==> src/pmu_seq_pkg.sv <==
// Constants for the power sequencer and charger timing block.
// Assumes a 20 MHz bus clock; all timers advance on a derived 1 ms tick.
package pmu_seq_pkg;
  // Clock and derived tick
  localparam int CLK_PERIOD_NS   = 50;
  localparam int TICK_PERIOD_NS  = 1_000_000;
  localparam int TICK_CYCLES     = TICK_PERIOD_NS / CLK_PERIOD_NS;
  localparam int MS_PER_HOUR     = 3_600_000;
  // Times in milliseconds
  localparam int ADAPTER_DG_MS   = 30;
  localparam int PREQUAL_DG_MS   = 210;
  localparam int EOC_DG_MS       = 210;
  localparam int HOLD_SHORT_MS   = 35;
  localparam int HOLD_LONG_MS    = 350;
  // Charge timer limits in hours
  localparam int PRE_HOURS_A     = 1;
  localparam int PRE_HOURS_B     = 2;
  localparam int CC_HOURS_SHORT  = 5;
  localparam int CC_HOURS_LONG   = 8;
  // Charger thresholds
  localparam logic [12:0] VTERM_MV      = 13'd4200;
  localparam logic [12:0] RESTART_DROP  = 13'd100;
  localparam logic [10:0] EOC_FIXED_MA  = 11'd50;
  localparam int          EOC_TENTH_DIV = 10;
  // Serial slave address
  localparam logic [6:0]  SLAVE_ADDR    = 7'h7E;
  // Register byte offsets
  localparam logic [7:0] CHG_CTRL_OFS   = 8'h00;
  localparam logic [7:0] CHG_ICHG_OFS   = 8'h04;
  localparam logic [7:0] MISC_CTRL_OFS  = 8'h08;
  localparam logic [7:0] STATE_OFS      = 8'h0C;
  localparam logic [7:0] IRQ_STAT_OFS   = 8'h10;
  localparam logic [7:0] IRQ_MASK_OFS   = 8'h14;
  localparam logic [7:0] ADDR_ID_OFS    = 8'h18;
  // CHG_CTRL fields
  localparam int CC_EN_BIT       = 0;
  localparam int CC_EOC_EN_BIT   = 1;
  localparam int CC_TENTH_BIT    = 2;
  localparam int CC_LONG_BIT     = 3;
  localparam int CC_PRE_LSB      = 4;
  localparam logic [5:0]  CHG_CTRL_RST  = 6'h03;
  localparam logic [10:0] ICHG_RST      = 11'd400;
  // MISC_CTRL field
  localparam int MISC_HOLD_BIT   = 0;
  // Interrupt status bits
  localparam int IRQ_W           = 5;
  localparam int EV_OVERTEMP     = 0;
  localparam int EV_TOUT_PRE     = 1;
  localparam int EV_TOUT_FULL    = 2;
  localparam int EV_EOC          = 3;
  localparam int EV_ADAPTER      = 4;
  // Pin indices in the synchroniser
  localparam int PIN_W           = 5;
  localparam int PIN_KEY         = 0;
  localparam int PIN_HF          = 1;
  localparam int PIN_ADAPTER     = 2;
  localparam int PIN_HOLD        = 3;
  localparam int PIN_HOT         = 4;

  typedef enum logic [2:0] {
    PWR_OFF, PWR_UP, POWER_KEY_INPUT, PWR_RELEASE, PWR_DOWN
  } pwr_state_type;

  typedef enum logic [2:0] {
    CHG_IDLE, CHG_PRE, CHG_FULL, CHG_DONE, CHG_FAULT
  } chg_state_type;
endpackage

==> src/pmu_seq.sv <==
// Power-up/power-down sequencer and charger timing logic with AHB-Lite registers.
// Assumes asynchronous pins from the analog side and ADC codes on the bus clock.
//
// Function
// - Adapter counted valid only after adapter-above-battery persists 30 ms.
// - Pre-charge to full-rate only after qualification persists 210 ms.
// - Safety timer: full-rate 5 or 8 hours, restarted at full-rate entry; pre-charge 1, 2 or disabled.
// - End of charge declared only after its condition persists 210 ms.
// - Tenth option: end of charge at 10 percent of full-rate current.
// - After end of charge, restart when battery drops 100 mV below 4.2 V.
// - Adapter detect starts power-up on its rising edge only.
// - Hands-free input starts power-up by level, standby and reset states.
// - Power key starts power-up while its level is active.
// - Once hold asserted, power key no longer controls power.
// - Key echo is the undebounced inverse of power key while regulator three on.
// - Hold release waits 35 ms or 350 ms, by select bit, before power-down.
// - Serial port answers slave address 7E hex; no serial port here, the address ID register only reads back 7E hex.
// - Power-down end restores control registers except charger controls.
// - Over-temperature sets flag and starts power-down.
//
// The AHB-Lite interface to the registers and the register offsets are this design's own decisions.
`timescale 1ns/1ps
`default_nettype none
module pmu_seq
  import pmu_seq_pkg::*;
#(
  parameter int TICK_CYC  = pmu_seq_pkg::TICK_CYCLES,
  parameter int MS_HOUR   = pmu_seq_pkg::MS_PER_HOUR
) (
  input  wire logic        hclk,
  input  wire logic        hresetn,
  input  wire logic        ce,
  input  wire logic        hsel,
  input  wire logic [31:0] haddr,
  input  wire logic [1:0]  htrans,
  input  wire logic        hwrite,
  input  wire logic [2:0]  hsize,
  input  wire logic [31:0] hwdata,
  input  wire logic        hready,
  output logic             hreadyout,
  output logic             hresp,
  output logic [31:0]      hrdata,
  input  wire logic        power_key_input,
  input  wire logic        handsfree_wake_input,
  input  wire logic        adapter_detect_input,
  input  wire logic        power_hold_input,
  input  wire logic        overtemp_input,
  input  wire logic        prequal_ok_input,
  input  wire logic [10:0] charge_current_ma,
  input  wire logic [12:0] battery_mv,
  output logic             power_key_echo_n,
  output logic             regulator_three,
  output logic             charge_enable,
  output logic             fullrate_mode,
  output logic             irq
);
  import pmu_seq_pkg::*;

  localparam int TW = $clog2(TICK_CYC + 1);

  // Pin synchronisers
  logic [PIN_W-1:0] s1_q, s2_q, s3_q, pin_q, pin_d;

  always_comb begin
    pin_d = pin_q;
    for (int i = 0; i < PIN_W; i++) begin
      if (s2_q[i] == s3_q[i]) begin
        pin_d[i] = s3_q[i];
      end
    end
  end

  always_ff @(posedge hclk or negedge hresetn) begin
    if (!hresetn) begin
      s1_q  <= '0;
      s2_q  <= '0;
      s3_q  <= '0;
      pin_q <= '0;
    end else if (ce) begin
      s1_q  <= {overtemp_input, power_hold_input, adapter_detect_input,
                handsfree_wake_input, power_key_input};
      s2_q  <= s1_q;
      s3_q  <= s2_q;
      pin_q <= pin_d;
    end
  end

  // Millisecond tick
  logic [TW-1:0] tick_cnt_q, tick_cnt_d;
  logic          tick;

  always_comb begin
    tick       = (tick_cnt_q == TW'(TICK_CYC - 1));
    tick_cnt_d = tick ? '0 : tick_cnt_q + TW'(1);
  end

  // Registers and state declared ahead of their users
  pwr_state_type      pwr_q, pwr_d;
  chg_state_type      chg_q, chg_d;
  logic [5:0]         chg_ctrl_q, chg_ctrl_d;
  logic [10:0]        ichg_q, ichg_d;
  logic               hold_sel_q, hold_sel_d;
  logic [IRQ_W-1:0]   irq_stat_q, irq_stat_d, irq_mask_q, irq_mask_d, ev;
  logic [2:0]         trig_q, trig_d;
  logic [8:0]         rel_cnt_q, rel_cnt_d;
  logic [24:0]        chg_tmr_q, chg_tmr_d;

  // Deglitch timers: adapter ok, pre-charge qualification, end of charge
  logic [8:0] dg_cnt_q [3];
  logic [8:0] dg_cnt_d [3];
  logic [2:0] dg_cond, dg_done;
  logic [8:0] dg_len [3];
  logic [14:0] cur_x10;

  always_comb begin
    dg_len[0] = 9'(ADAPTER_DG_MS);
    dg_len[1] = 9'(PREQUAL_DG_MS);
    dg_len[2] = 9'(EOC_DG_MS);
    cur_x10   = 15'(charge_current_ma) * 15'(EOC_TENTH_DIV);
    dg_cond[0] = pin_q[PIN_ADAPTER];
    dg_cond[1] = prequal_ok_input && (chg_q == CHG_PRE);
    if (chg_ctrl_q[CC_TENTH_BIT]) begin
      dg_cond[2] = (chg_q == CHG_FULL) && (cur_x10 <= 15'(ichg_q));
    end else begin
      dg_cond[2] = (chg_q == CHG_FULL) && (charge_current_ma <= EOC_FIXED_MA);
    end
    for (int i = 0; i < 3; i++) begin
      dg_done[i] = (dg_cnt_q[i] >= dg_len[i]);
      if (!dg_cond[i]) begin
        dg_cnt_d[i] = '0;
      end else if (tick && !dg_done[i]) begin
        dg_cnt_d[i] = dg_cnt_q[i] + 9'd1;
      end else begin
        dg_cnt_d[i] = dg_cnt_q[i];
      end
    end
  end

  logic adapter_ok, adapter_ok_q, adapter_ok_d, adapter_pin_q;
  assign adapter_ok = dg_done[0];

  // Power sequencer
  logic [8:0] rel_len;

  always_comb begin
    pwr_d     = pwr_q;
    trig_d    = trig_q;
    rel_cnt_d = rel_cnt_q;
    ev        = '0;
    rel_len   = hold_sel_q ? 9'(HOLD_LONG_MS) : 9'(HOLD_SHORT_MS);
    case (pwr_q)
      PWR_OFF: begin
        if (pin_q[PIN_KEY] || pin_q[PIN_HF] ||
            (pin_q[PIN_ADAPTER] && !adapter_pin_q)) begin
          pwr_d  = PWR_UP;
          trig_d = {pin_q[PIN_KEY], pin_q[PIN_HF],
                    pin_q[PIN_ADAPTER] && !adapter_pin_q};
        end
      end
      PWR_UP: begin
        if (pin_q[PIN_HOLD]) begin
          pwr_d = POWER_KEY_INPUT;
        end else if (!((trig_q[2] && pin_q[PIN_KEY]) || (trig_q[1] && pin_q[PIN_HF]) ||
                       (trig_q[0] && pin_q[PIN_ADAPTER]))) begin
          pwr_d = PWR_DOWN;
        end
      end
      POWER_KEY_INPUT: begin
        if (!pin_q[PIN_HOLD]) begin
          pwr_d     = PWR_RELEASE;
          rel_cnt_d = '0;
        end
      end
      PWR_RELEASE: begin
        if (pin_q[PIN_HOLD]) begin
          pwr_d = POWER_KEY_INPUT;
        end else if (rel_cnt_q >= rel_len) begin
          pwr_d = PWR_DOWN;
        end else if (tick) begin
          rel_cnt_d = rel_cnt_q + 9'd1;
        end
      end
      default: pwr_d = PWR_OFF;
    endcase
    if (pin_q[PIN_HOT] && pwr_q != PWR_OFF && pwr_q != PWR_DOWN) begin
      pwr_d           = PWR_DOWN;
    end
    ev[EV_OVERTEMP] = pin_q[PIN_HOT];
  end

  // Charger sequencer
  logic [24:0] pre_lim, cc_lim;
  logic        pre_on;

  always_comb begin
    chg_d     = chg_q;
    chg_tmr_d = (tick && (chg_q == CHG_PRE || chg_q == CHG_FULL)) ? chg_tmr_q + 25'd1
                                                                   : chg_tmr_q;
    pre_on    = (chg_ctrl_q[CC_PRE_LSB+1:CC_PRE_LSB] != 2'd0);
    pre_lim   = (chg_ctrl_q[CC_PRE_LSB+1:CC_PRE_LSB] == 2'd2) ? 25'(PRE_HOURS_B * MS_HOUR)
                                                               : 25'(PRE_HOURS_A * MS_HOUR);
    cc_lim    = chg_ctrl_q[CC_LONG_BIT] ? 25'(CC_HOURS_LONG * MS_HOUR)
                                        : 25'(CC_HOURS_SHORT * MS_HOUR);
    case (chg_q)
      CHG_IDLE: begin
        chg_d     = CHG_PRE;
        chg_tmr_d = '0;
      end
      CHG_PRE: begin
        if (dg_done[1]) begin
          chg_d     = CHG_FULL;
          chg_tmr_d = '0;
        end else if (pre_on && chg_tmr_q >= pre_lim) begin
          chg_d = CHG_FAULT;
        end
      end
      CHG_FULL: begin
        if (chg_ctrl_q[CC_EOC_EN_BIT] && dg_done[2]) begin
          chg_d = CHG_DONE;
        end else if (chg_tmr_q >= cc_lim) begin
          chg_d = CHG_FAULT;
        end
      end
      CHG_DONE: begin
        if (battery_mv <= VTERM_MV - RESTART_DROP) begin
          chg_d     = CHG_FULL;
          chg_tmr_d = '0;
        end
      end
      default: chg_d = chg_q;
    endcase
    if (!chg_ctrl_q[CC_EN_BIT] || !adapter_ok) begin
      chg_d = CHG_IDLE;
    end
  end

  always_comb begin
    adapter_ok_d = adapter_ok;
  end

  // AHB-Lite slave, zero wait states
  logic       dph_wr_q, dph_wr_d;
  logic [7:0] dph_addr_q, dph_addr_d;
  logic [31:0] rd_d;
  logic       acc;

  always_comb begin
    acc        = hsel && htrans[1] && hready;
    dph_wr_d   = acc && hwrite;
    dph_addr_d = acc ? haddr[7:0] : dph_addr_q;
    rd_d       = hrdata;
    if (acc && !hwrite) begin
      if (haddr[7:0] == CHG_CTRL_OFS) begin
        rd_d = {26'h000_0000, chg_ctrl_q};
      end else if (haddr[7:0] == CHG_ICHG_OFS) begin
        rd_d = {21'h00_0000, ichg_q};
      end else if (haddr[7:0] == MISC_CTRL_OFS) begin
        rd_d = {31'h0000_0000, hold_sel_q};
      end else if (haddr[7:0] == STATE_OFS) begin
        rd_d = {17'h0_0000, pin_q, adapter_ok, chg_q, trig_q, pwr_q};
      end else if (haddr[7:0] == IRQ_STAT_OFS) begin
        rd_d = {27'h000_0000, irq_stat_q};
      end else if (haddr[7:0] == IRQ_MASK_OFS) begin
        rd_d = {27'h000_0000, irq_mask_q};
      end else if (haddr[7:0] == ADDR_ID_OFS) begin
        rd_d = {25'h000_0000, SLAVE_ADDR};
      end else begin
        rd_d = 32'h0000_0000;
      end
    end
  end

  // Register file; set wins over write-one-to-clear
  always_comb begin
    chg_ctrl_d = chg_ctrl_q;
    ichg_d     = ichg_q;
    hold_sel_d = hold_sel_q;
    irq_mask_d = irq_mask_q;
    irq_stat_d = irq_stat_q;
    if (dph_wr_q) begin
      if (dph_addr_q == CHG_CTRL_OFS) begin
        chg_ctrl_d = hwdata[5:0];
      end else if (dph_addr_q == CHG_ICHG_OFS) begin
        ichg_d = hwdata[10:0];
      end else if (dph_addr_q == MISC_CTRL_OFS) begin
        hold_sel_d = hwdata[MISC_HOLD_BIT];
      end else if (dph_addr_q == IRQ_STAT_OFS) begin
        irq_stat_d = irq_stat_q & ~hwdata[IRQ_W-1:0];
      end else if (dph_addr_q == IRQ_MASK_OFS) begin
        irq_mask_d = hwdata[IRQ_W-1:0];
      end
    end
    if (pwr_q == PWR_DOWN) begin
      hold_sel_d = 1'b0;
      irq_mask_d = '0;
    end
    irq_stat_d[EV_OVERTEMP]  = irq_stat_d[EV_OVERTEMP] | ev[EV_OVERTEMP];
    irq_stat_d[EV_TOUT_PRE]  = irq_stat_d[EV_TOUT_PRE] |
                               (chg_q == CHG_PRE && chg_d == CHG_FAULT);
    irq_stat_d[EV_TOUT_FULL] = irq_stat_d[EV_TOUT_FULL] |
                               (chg_q == CHG_FULL && chg_d == CHG_FAULT);
    irq_stat_d[EV_EOC]       = irq_stat_d[EV_EOC] | (chg_q == CHG_FULL && chg_d == CHG_DONE);
    irq_stat_d[EV_ADAPTER]   = irq_stat_d[EV_ADAPTER] | (adapter_ok && !adapter_ok_q);
  end

  always_ff @(posedge hclk or negedge hresetn) begin
    if (!hresetn) begin
      tick_cnt_q    <= '0;
      dg_cnt_q      <= '{default: '0};
      pwr_q         <= PWR_OFF;
      chg_q         <= CHG_IDLE;
      trig_q        <= '0;
      rel_cnt_q     <= '0;
      chg_tmr_q     <= '0;
      adapter_ok_q  <= 1'b0;
      adapter_pin_q <= 1'b0;
      chg_ctrl_q    <= CHG_CTRL_RST;
      ichg_q        <= ICHG_RST;
      hold_sel_q    <= 1'b0;
      irq_stat_q    <= '0;
      irq_mask_q    <= '0;
      dph_wr_q      <= 1'b0;
      dph_addr_q    <= '0;
      hrdata        <= 32'h0000_0000;
    end else if (ce) begin
      tick_cnt_q    <= tick_cnt_d;
      dg_cnt_q      <= dg_cnt_d;
      pwr_q         <= pwr_d;
      chg_q         <= chg_d;
      trig_q        <= trig_d;
      rel_cnt_q     <= rel_cnt_d;
      chg_tmr_q     <= chg_tmr_d;
      adapter_ok_q  <= adapter_ok_d;
      adapter_pin_q <= pin_q[PIN_ADAPTER];
      chg_ctrl_q    <= chg_ctrl_d;
      ichg_q        <= ichg_d;
      hold_sel_q    <= hold_sel_d;
      irq_stat_q    <= irq_stat_d;
      irq_mask_q    <= irq_mask_d;
      dph_wr_q      <= dph_wr_d;
      dph_addr_q    <= dph_addr_d;
      hrdata        <= rd_d;
    end
  end

  always_comb begin
    hreadyout       = 1'b1;
    hresp           = 1'b0;
    regulator_three = (pwr_q == PWR_UP) || (pwr_q == POWER_KEY_INPUT) || (pwr_q == PWR_RELEASE);
    // Raw pin on purpose: the echo must follow the key with no debounce
    power_key_echo_n = regulator_three ? ~power_key_input : 1'b1;
    charge_enable   = (chg_q == CHG_PRE) || (chg_q == CHG_FULL);
    fullrate_mode   = (chg_q == CHG_FULL);
    irq             = |(irq_stat_q & irq_mask_q);
  end

endmodule // pmu_seq
`default_nettype wire

==> config.mk <==
export PLATFORM = sky130hd
export DESIGN_NAME = pmu_seq
export DESIGN_NICKNAME = d
export VERILOG_FILES = /design/src/pmu_seq_pkg.sv /design/src/pmu_seq.sv
export SDC_FILE = /design/constraint.sdc
export NUM_CORES = 1
export LEC_CHECK = 0
export ABC_AREA = 1
export ABC_CLOCK_PERIOD_IN_PS = 3000
export BUFFER_PORTS_ARGS = -buffer_cell sky130_fd_sc_hd__buf_2
export CORE_UTILIZATION = 45
export DETAILED_ROUTE_END_ITERATION = 8
export PLACE_DENSITY = 0.75
export SYNTH_ARGS = -nofsm -noshare
export SYNTH_HDL_FRONTEND = slang
export SYNTH_SLANG_ARGS = --single-unit
==> constraint.sdc <==
create_clock -name hclk -period 3 [get_ports hclk]
set_input_delay 0 -clock hclk [delete_from_list [all_inputs] [get_ports hclk]]
set_output_delay 0 -clock hclk [all_outputs]
set_load 0.03 [all_outputs]
==> impl_metrics.yaml <==
synthesis:
  syn-cell-area_um2: 10300
  synthTopCellsByCount: "nand2_1, inv_1, dfrtp_1"
  synth_top_cell_by_area: "dfrtp_1"
  synthSimpleGateAreaFrac_pct: 29.8
  ys.flop_type: "dfrtp_1"
  yosys-top-cells-area: "dfrtp_1, nand2_1, ha_1, inv_1, nor2_1"
  synth-edff-count: 0
  async_reset_ff_share_pct: 100
  synthAdderAreaFrac_pct: 7.63
  ys_seq_area_share_pct: 38.8
  synth_compound_area_share_pct: 11.4
  synth-seq-cells: 159
  synthDistinctLibCells: 64
  synth_top_cell_area_share_pct: 37.5
  synthMuxAreaShare_pct: 0.549
  syn_avg_cell_area_um2: 7.49
  synth-xor-area-share_pct: 2.82
  synthCells: 1370
  synth_top_family_by_area: "simple AND/OR/NAND/NOR gates"
  yosysWarningCount: 0
  yosysMostFrequentCell: "nand2_1"
routing:
  dr.first_iter.drc_count: 771
  wl_per_cell_um: 14.4
  routed_wl_um: 25600
  via_count: 9553
  first_pass_iters: 8
  antenna_left: 0
  route.detailed.drc: 0
  via_per_inst: 5.36
floorplanning:
  die_w_um: 153
  core_um2: 22100
  initial_utilization_pct: 46.5
  ios: 144
  die_area_um2: 23400
  fp-row-count: 54
  die_height_um: 153
worst_setup_path:
  worstSetupStartpointType: "input pin"
  slowest_delay_ns: 0.39
  crit_required_ns: 3.35
  crit_type: "in2reg"
  cp-end-kind: "flip-flop"
  slowest_stage: "fa_1"
  arrival_ns: 2.92
  crit_path_cell_trace: "buf_2, ha_1, ha_1, fa_1, nand3_1, nand3_1, a21oi_1, xor2_1, ha_1, nand2_1, inv_1, a221oi_1, nand2_1, o21ai_0, nand3b_1, nand2_1, nand2_1, nand2_1, nand2_1, o21ai_0"
  worstPathMaxFanout: 3
  path_common_cell: "nand2_1"
run_status:
  status: "finished, final reports clean"
clocking:
  clock_sinks: 159
  cts_max_level: 4
  clk_path_buf_depth: 2
  cts_setup_buffers: 0
  cts_tree: "built"
  cts_made_buffers: 17
  clock-root-buffer: "clkbuf_16"
  worstSkewPairLatency_ns: 0.43
  clk_transition_reported_paths_ns: 0.07
job:
  maxCapViolations: 0
grt:
  use_met1_pct: 29.7
  grt_most_used_layer: "met2"
  grt_max_degree: 95
  met3_usage_pct: 2.86
  grt_pass1_vias: 9146
  antenna_found_initial: 0
  overflow: 0
  grtUsageMet2_pct: 38.1
  grt_use_total_pct: 22.6
  grt_pass1_wl_um: 43000
timing:
  rsz0062_at_grt: "no"
  finalHoldViolCount: 0
  setup_violations: 0
  skew_ns: 0.00949
  period_share_pct: 85.7
  slew_viol_final: 0
  slew_headroom_pct: 41.9
  layout_min_cycle_time_ns: 2.57
  fmax_ghz: 0.389
  tightest_slew_ns: 0.871
  layout_setup_ws_ns: 0.428
place:
  dpl-instance-area_um2: 10900
  place_inst: 1716
  pre_cts_slack_ns: -0.0321
  globalplace.congestion: 0.936
  hpwl_um: 19400
  io_buffers: 75
power:
  ir_worst_vdd_mv: 0.375
  power_leakage_uw: 0.00585
  power_uw: 6280
  power_density_nw_per_um2: 527
cells_and_area:
  nets: 1654
  area_delta_synth_final_pct: 16.1
  postLayoutCoreUtil_pct: 53.9
  stdcell_area_um2: 11900
  final_cells: 1781
  drive_gt1_share_pct: 12.0
min_path:
  hold_path_class: "in2reg"
==> per-stage QoR <==
| step | hold WS [ns] | TNS [ns] |
|---|---|---|
| global route | 0.103 | 0 |
| floorplan | -0.296 | 0 |
| detailed placement | 0.144 | -0.104 |
| CTS | 0.0606 | 0 |
| finish | 0.0666 | 0 |
| global placement | 0.143 | 0 |
==> critical path: cells and delay by family <==
| kind | cells | cell delay [ns] |
|---|---|---|
| buffers and inverters | 2 | 0.15 |
| XOR/XNOR | 1 | 0.17 |
| AO/OA/AOI/OAI | 4 | 0.62 |
| adder cells (fa/ha/maj) | 4 | 1.16 |
| AND/OR/NAND/NOR | 9 | 0.81 |
==> cell families (layout without fill, tap and decap cells) <==
family	count (synthesis)	after routing
other	2	20
and+or+nand+nor	688	688
AOI/OAI and AO/OA	204	204
buffers and inverters	217	330
muxes	5	5
DFF	159	159
adders and majority gates	62	62
xor gates and xnor gates	33	33
==> timing repair <==
action / CTS / global route
endpoints found under the hold margin: 126 / 0
hold buffers: 32 / 0
resized for setup: 0 / 1
setup endpoints to repair: 0 / 5
==> sequential cells by signal, indices dropped and copies added, names as in the netlist, 5 cells and up <==
signal and count:
dg_cnt_q 27, chg_tmr_q 25, hrdata 15, tick_cnt_q 15, ichg_q 11, rel_cnt_q 9, dph_addr_q 8, chg_ctrl_q 6
irq_mask_q 5, irq_stat_q 5, pin_q 5, s1_q 5, s2_q 5, s3_q 5
==> area by class of cell <==
class                   count  area [um^2]
clock inverters            15          228
well taps                 280          350
repair buffers            124          830
diodes                      1         2.50
fillers                  2019        10200
clock buffers              17          425
multi-input cells        1011         5440
flip-flops and latches    159         3990
inverters                 174          653
==> path summary, 6_finish.rpt <==
| check | startpoint | slack (ns) | end | cells past startpoint |
|---|---|---|---|---|
| max | charge_current_ma[1] | 0.43 | dg_cnt_q[0] | 20 |
| min reg2reg | adapter_ok_q | 0.47 | irq_stat_q[4] | 1 |
| max in group asynchronous | hresetn | 1.88 | ichg_q[8] | 3 |
| min | hready | 0.07 | dph_addr_q[4] | 4 |
| min in group asynchronous | hresetn | 0.22 | dg_cnt_q[17] | 2 |
| max reg2reg | chg_q[2] | 0.44 | chg_tmr_q[24] | 8 |
==> cell usage in the layout (no fill, tap or decap), types with 14 or more instances in the layout <==
master / n
nor3_1: 33
conb_1: 19
ha_1: 61
o21ai_0: 100
a21oi_1: 52
dlygate4sd3_1: 32
nor2_1: 142
nor4_1: 14
xor2_1: 26
inv_1: 165
clkbuf_16: 17
buf_2: 74
nand2_1: 339
nand4_1: 28
dfrtp_1: 154
buf_4: 17
nand3_1: 89
==> routing by layer <==
metal / vias to the layer above / wire length [um]
met1: 4511 / 11800
li1: 4705 / -
met4: 0 / 537
met3: 48 / 1150
met5: - / 0
met2: 289 / 12200
==> power breakdown <==
| part | switching (uW) | leakage [uW] | internal (uW) | total (uW) |
|---|---|---|---|---|
| clock network | 969 | 0.000321 | 1430 | 2400 |
| logic | 857 | 0.00342 | 457 | 1310 |
| registers | 215 | 0.00211 | 2360 | 2570 |
| total | 2040 | 0.00585 | 4240 | 6280 |
Power figures use the tool's default switching activity.
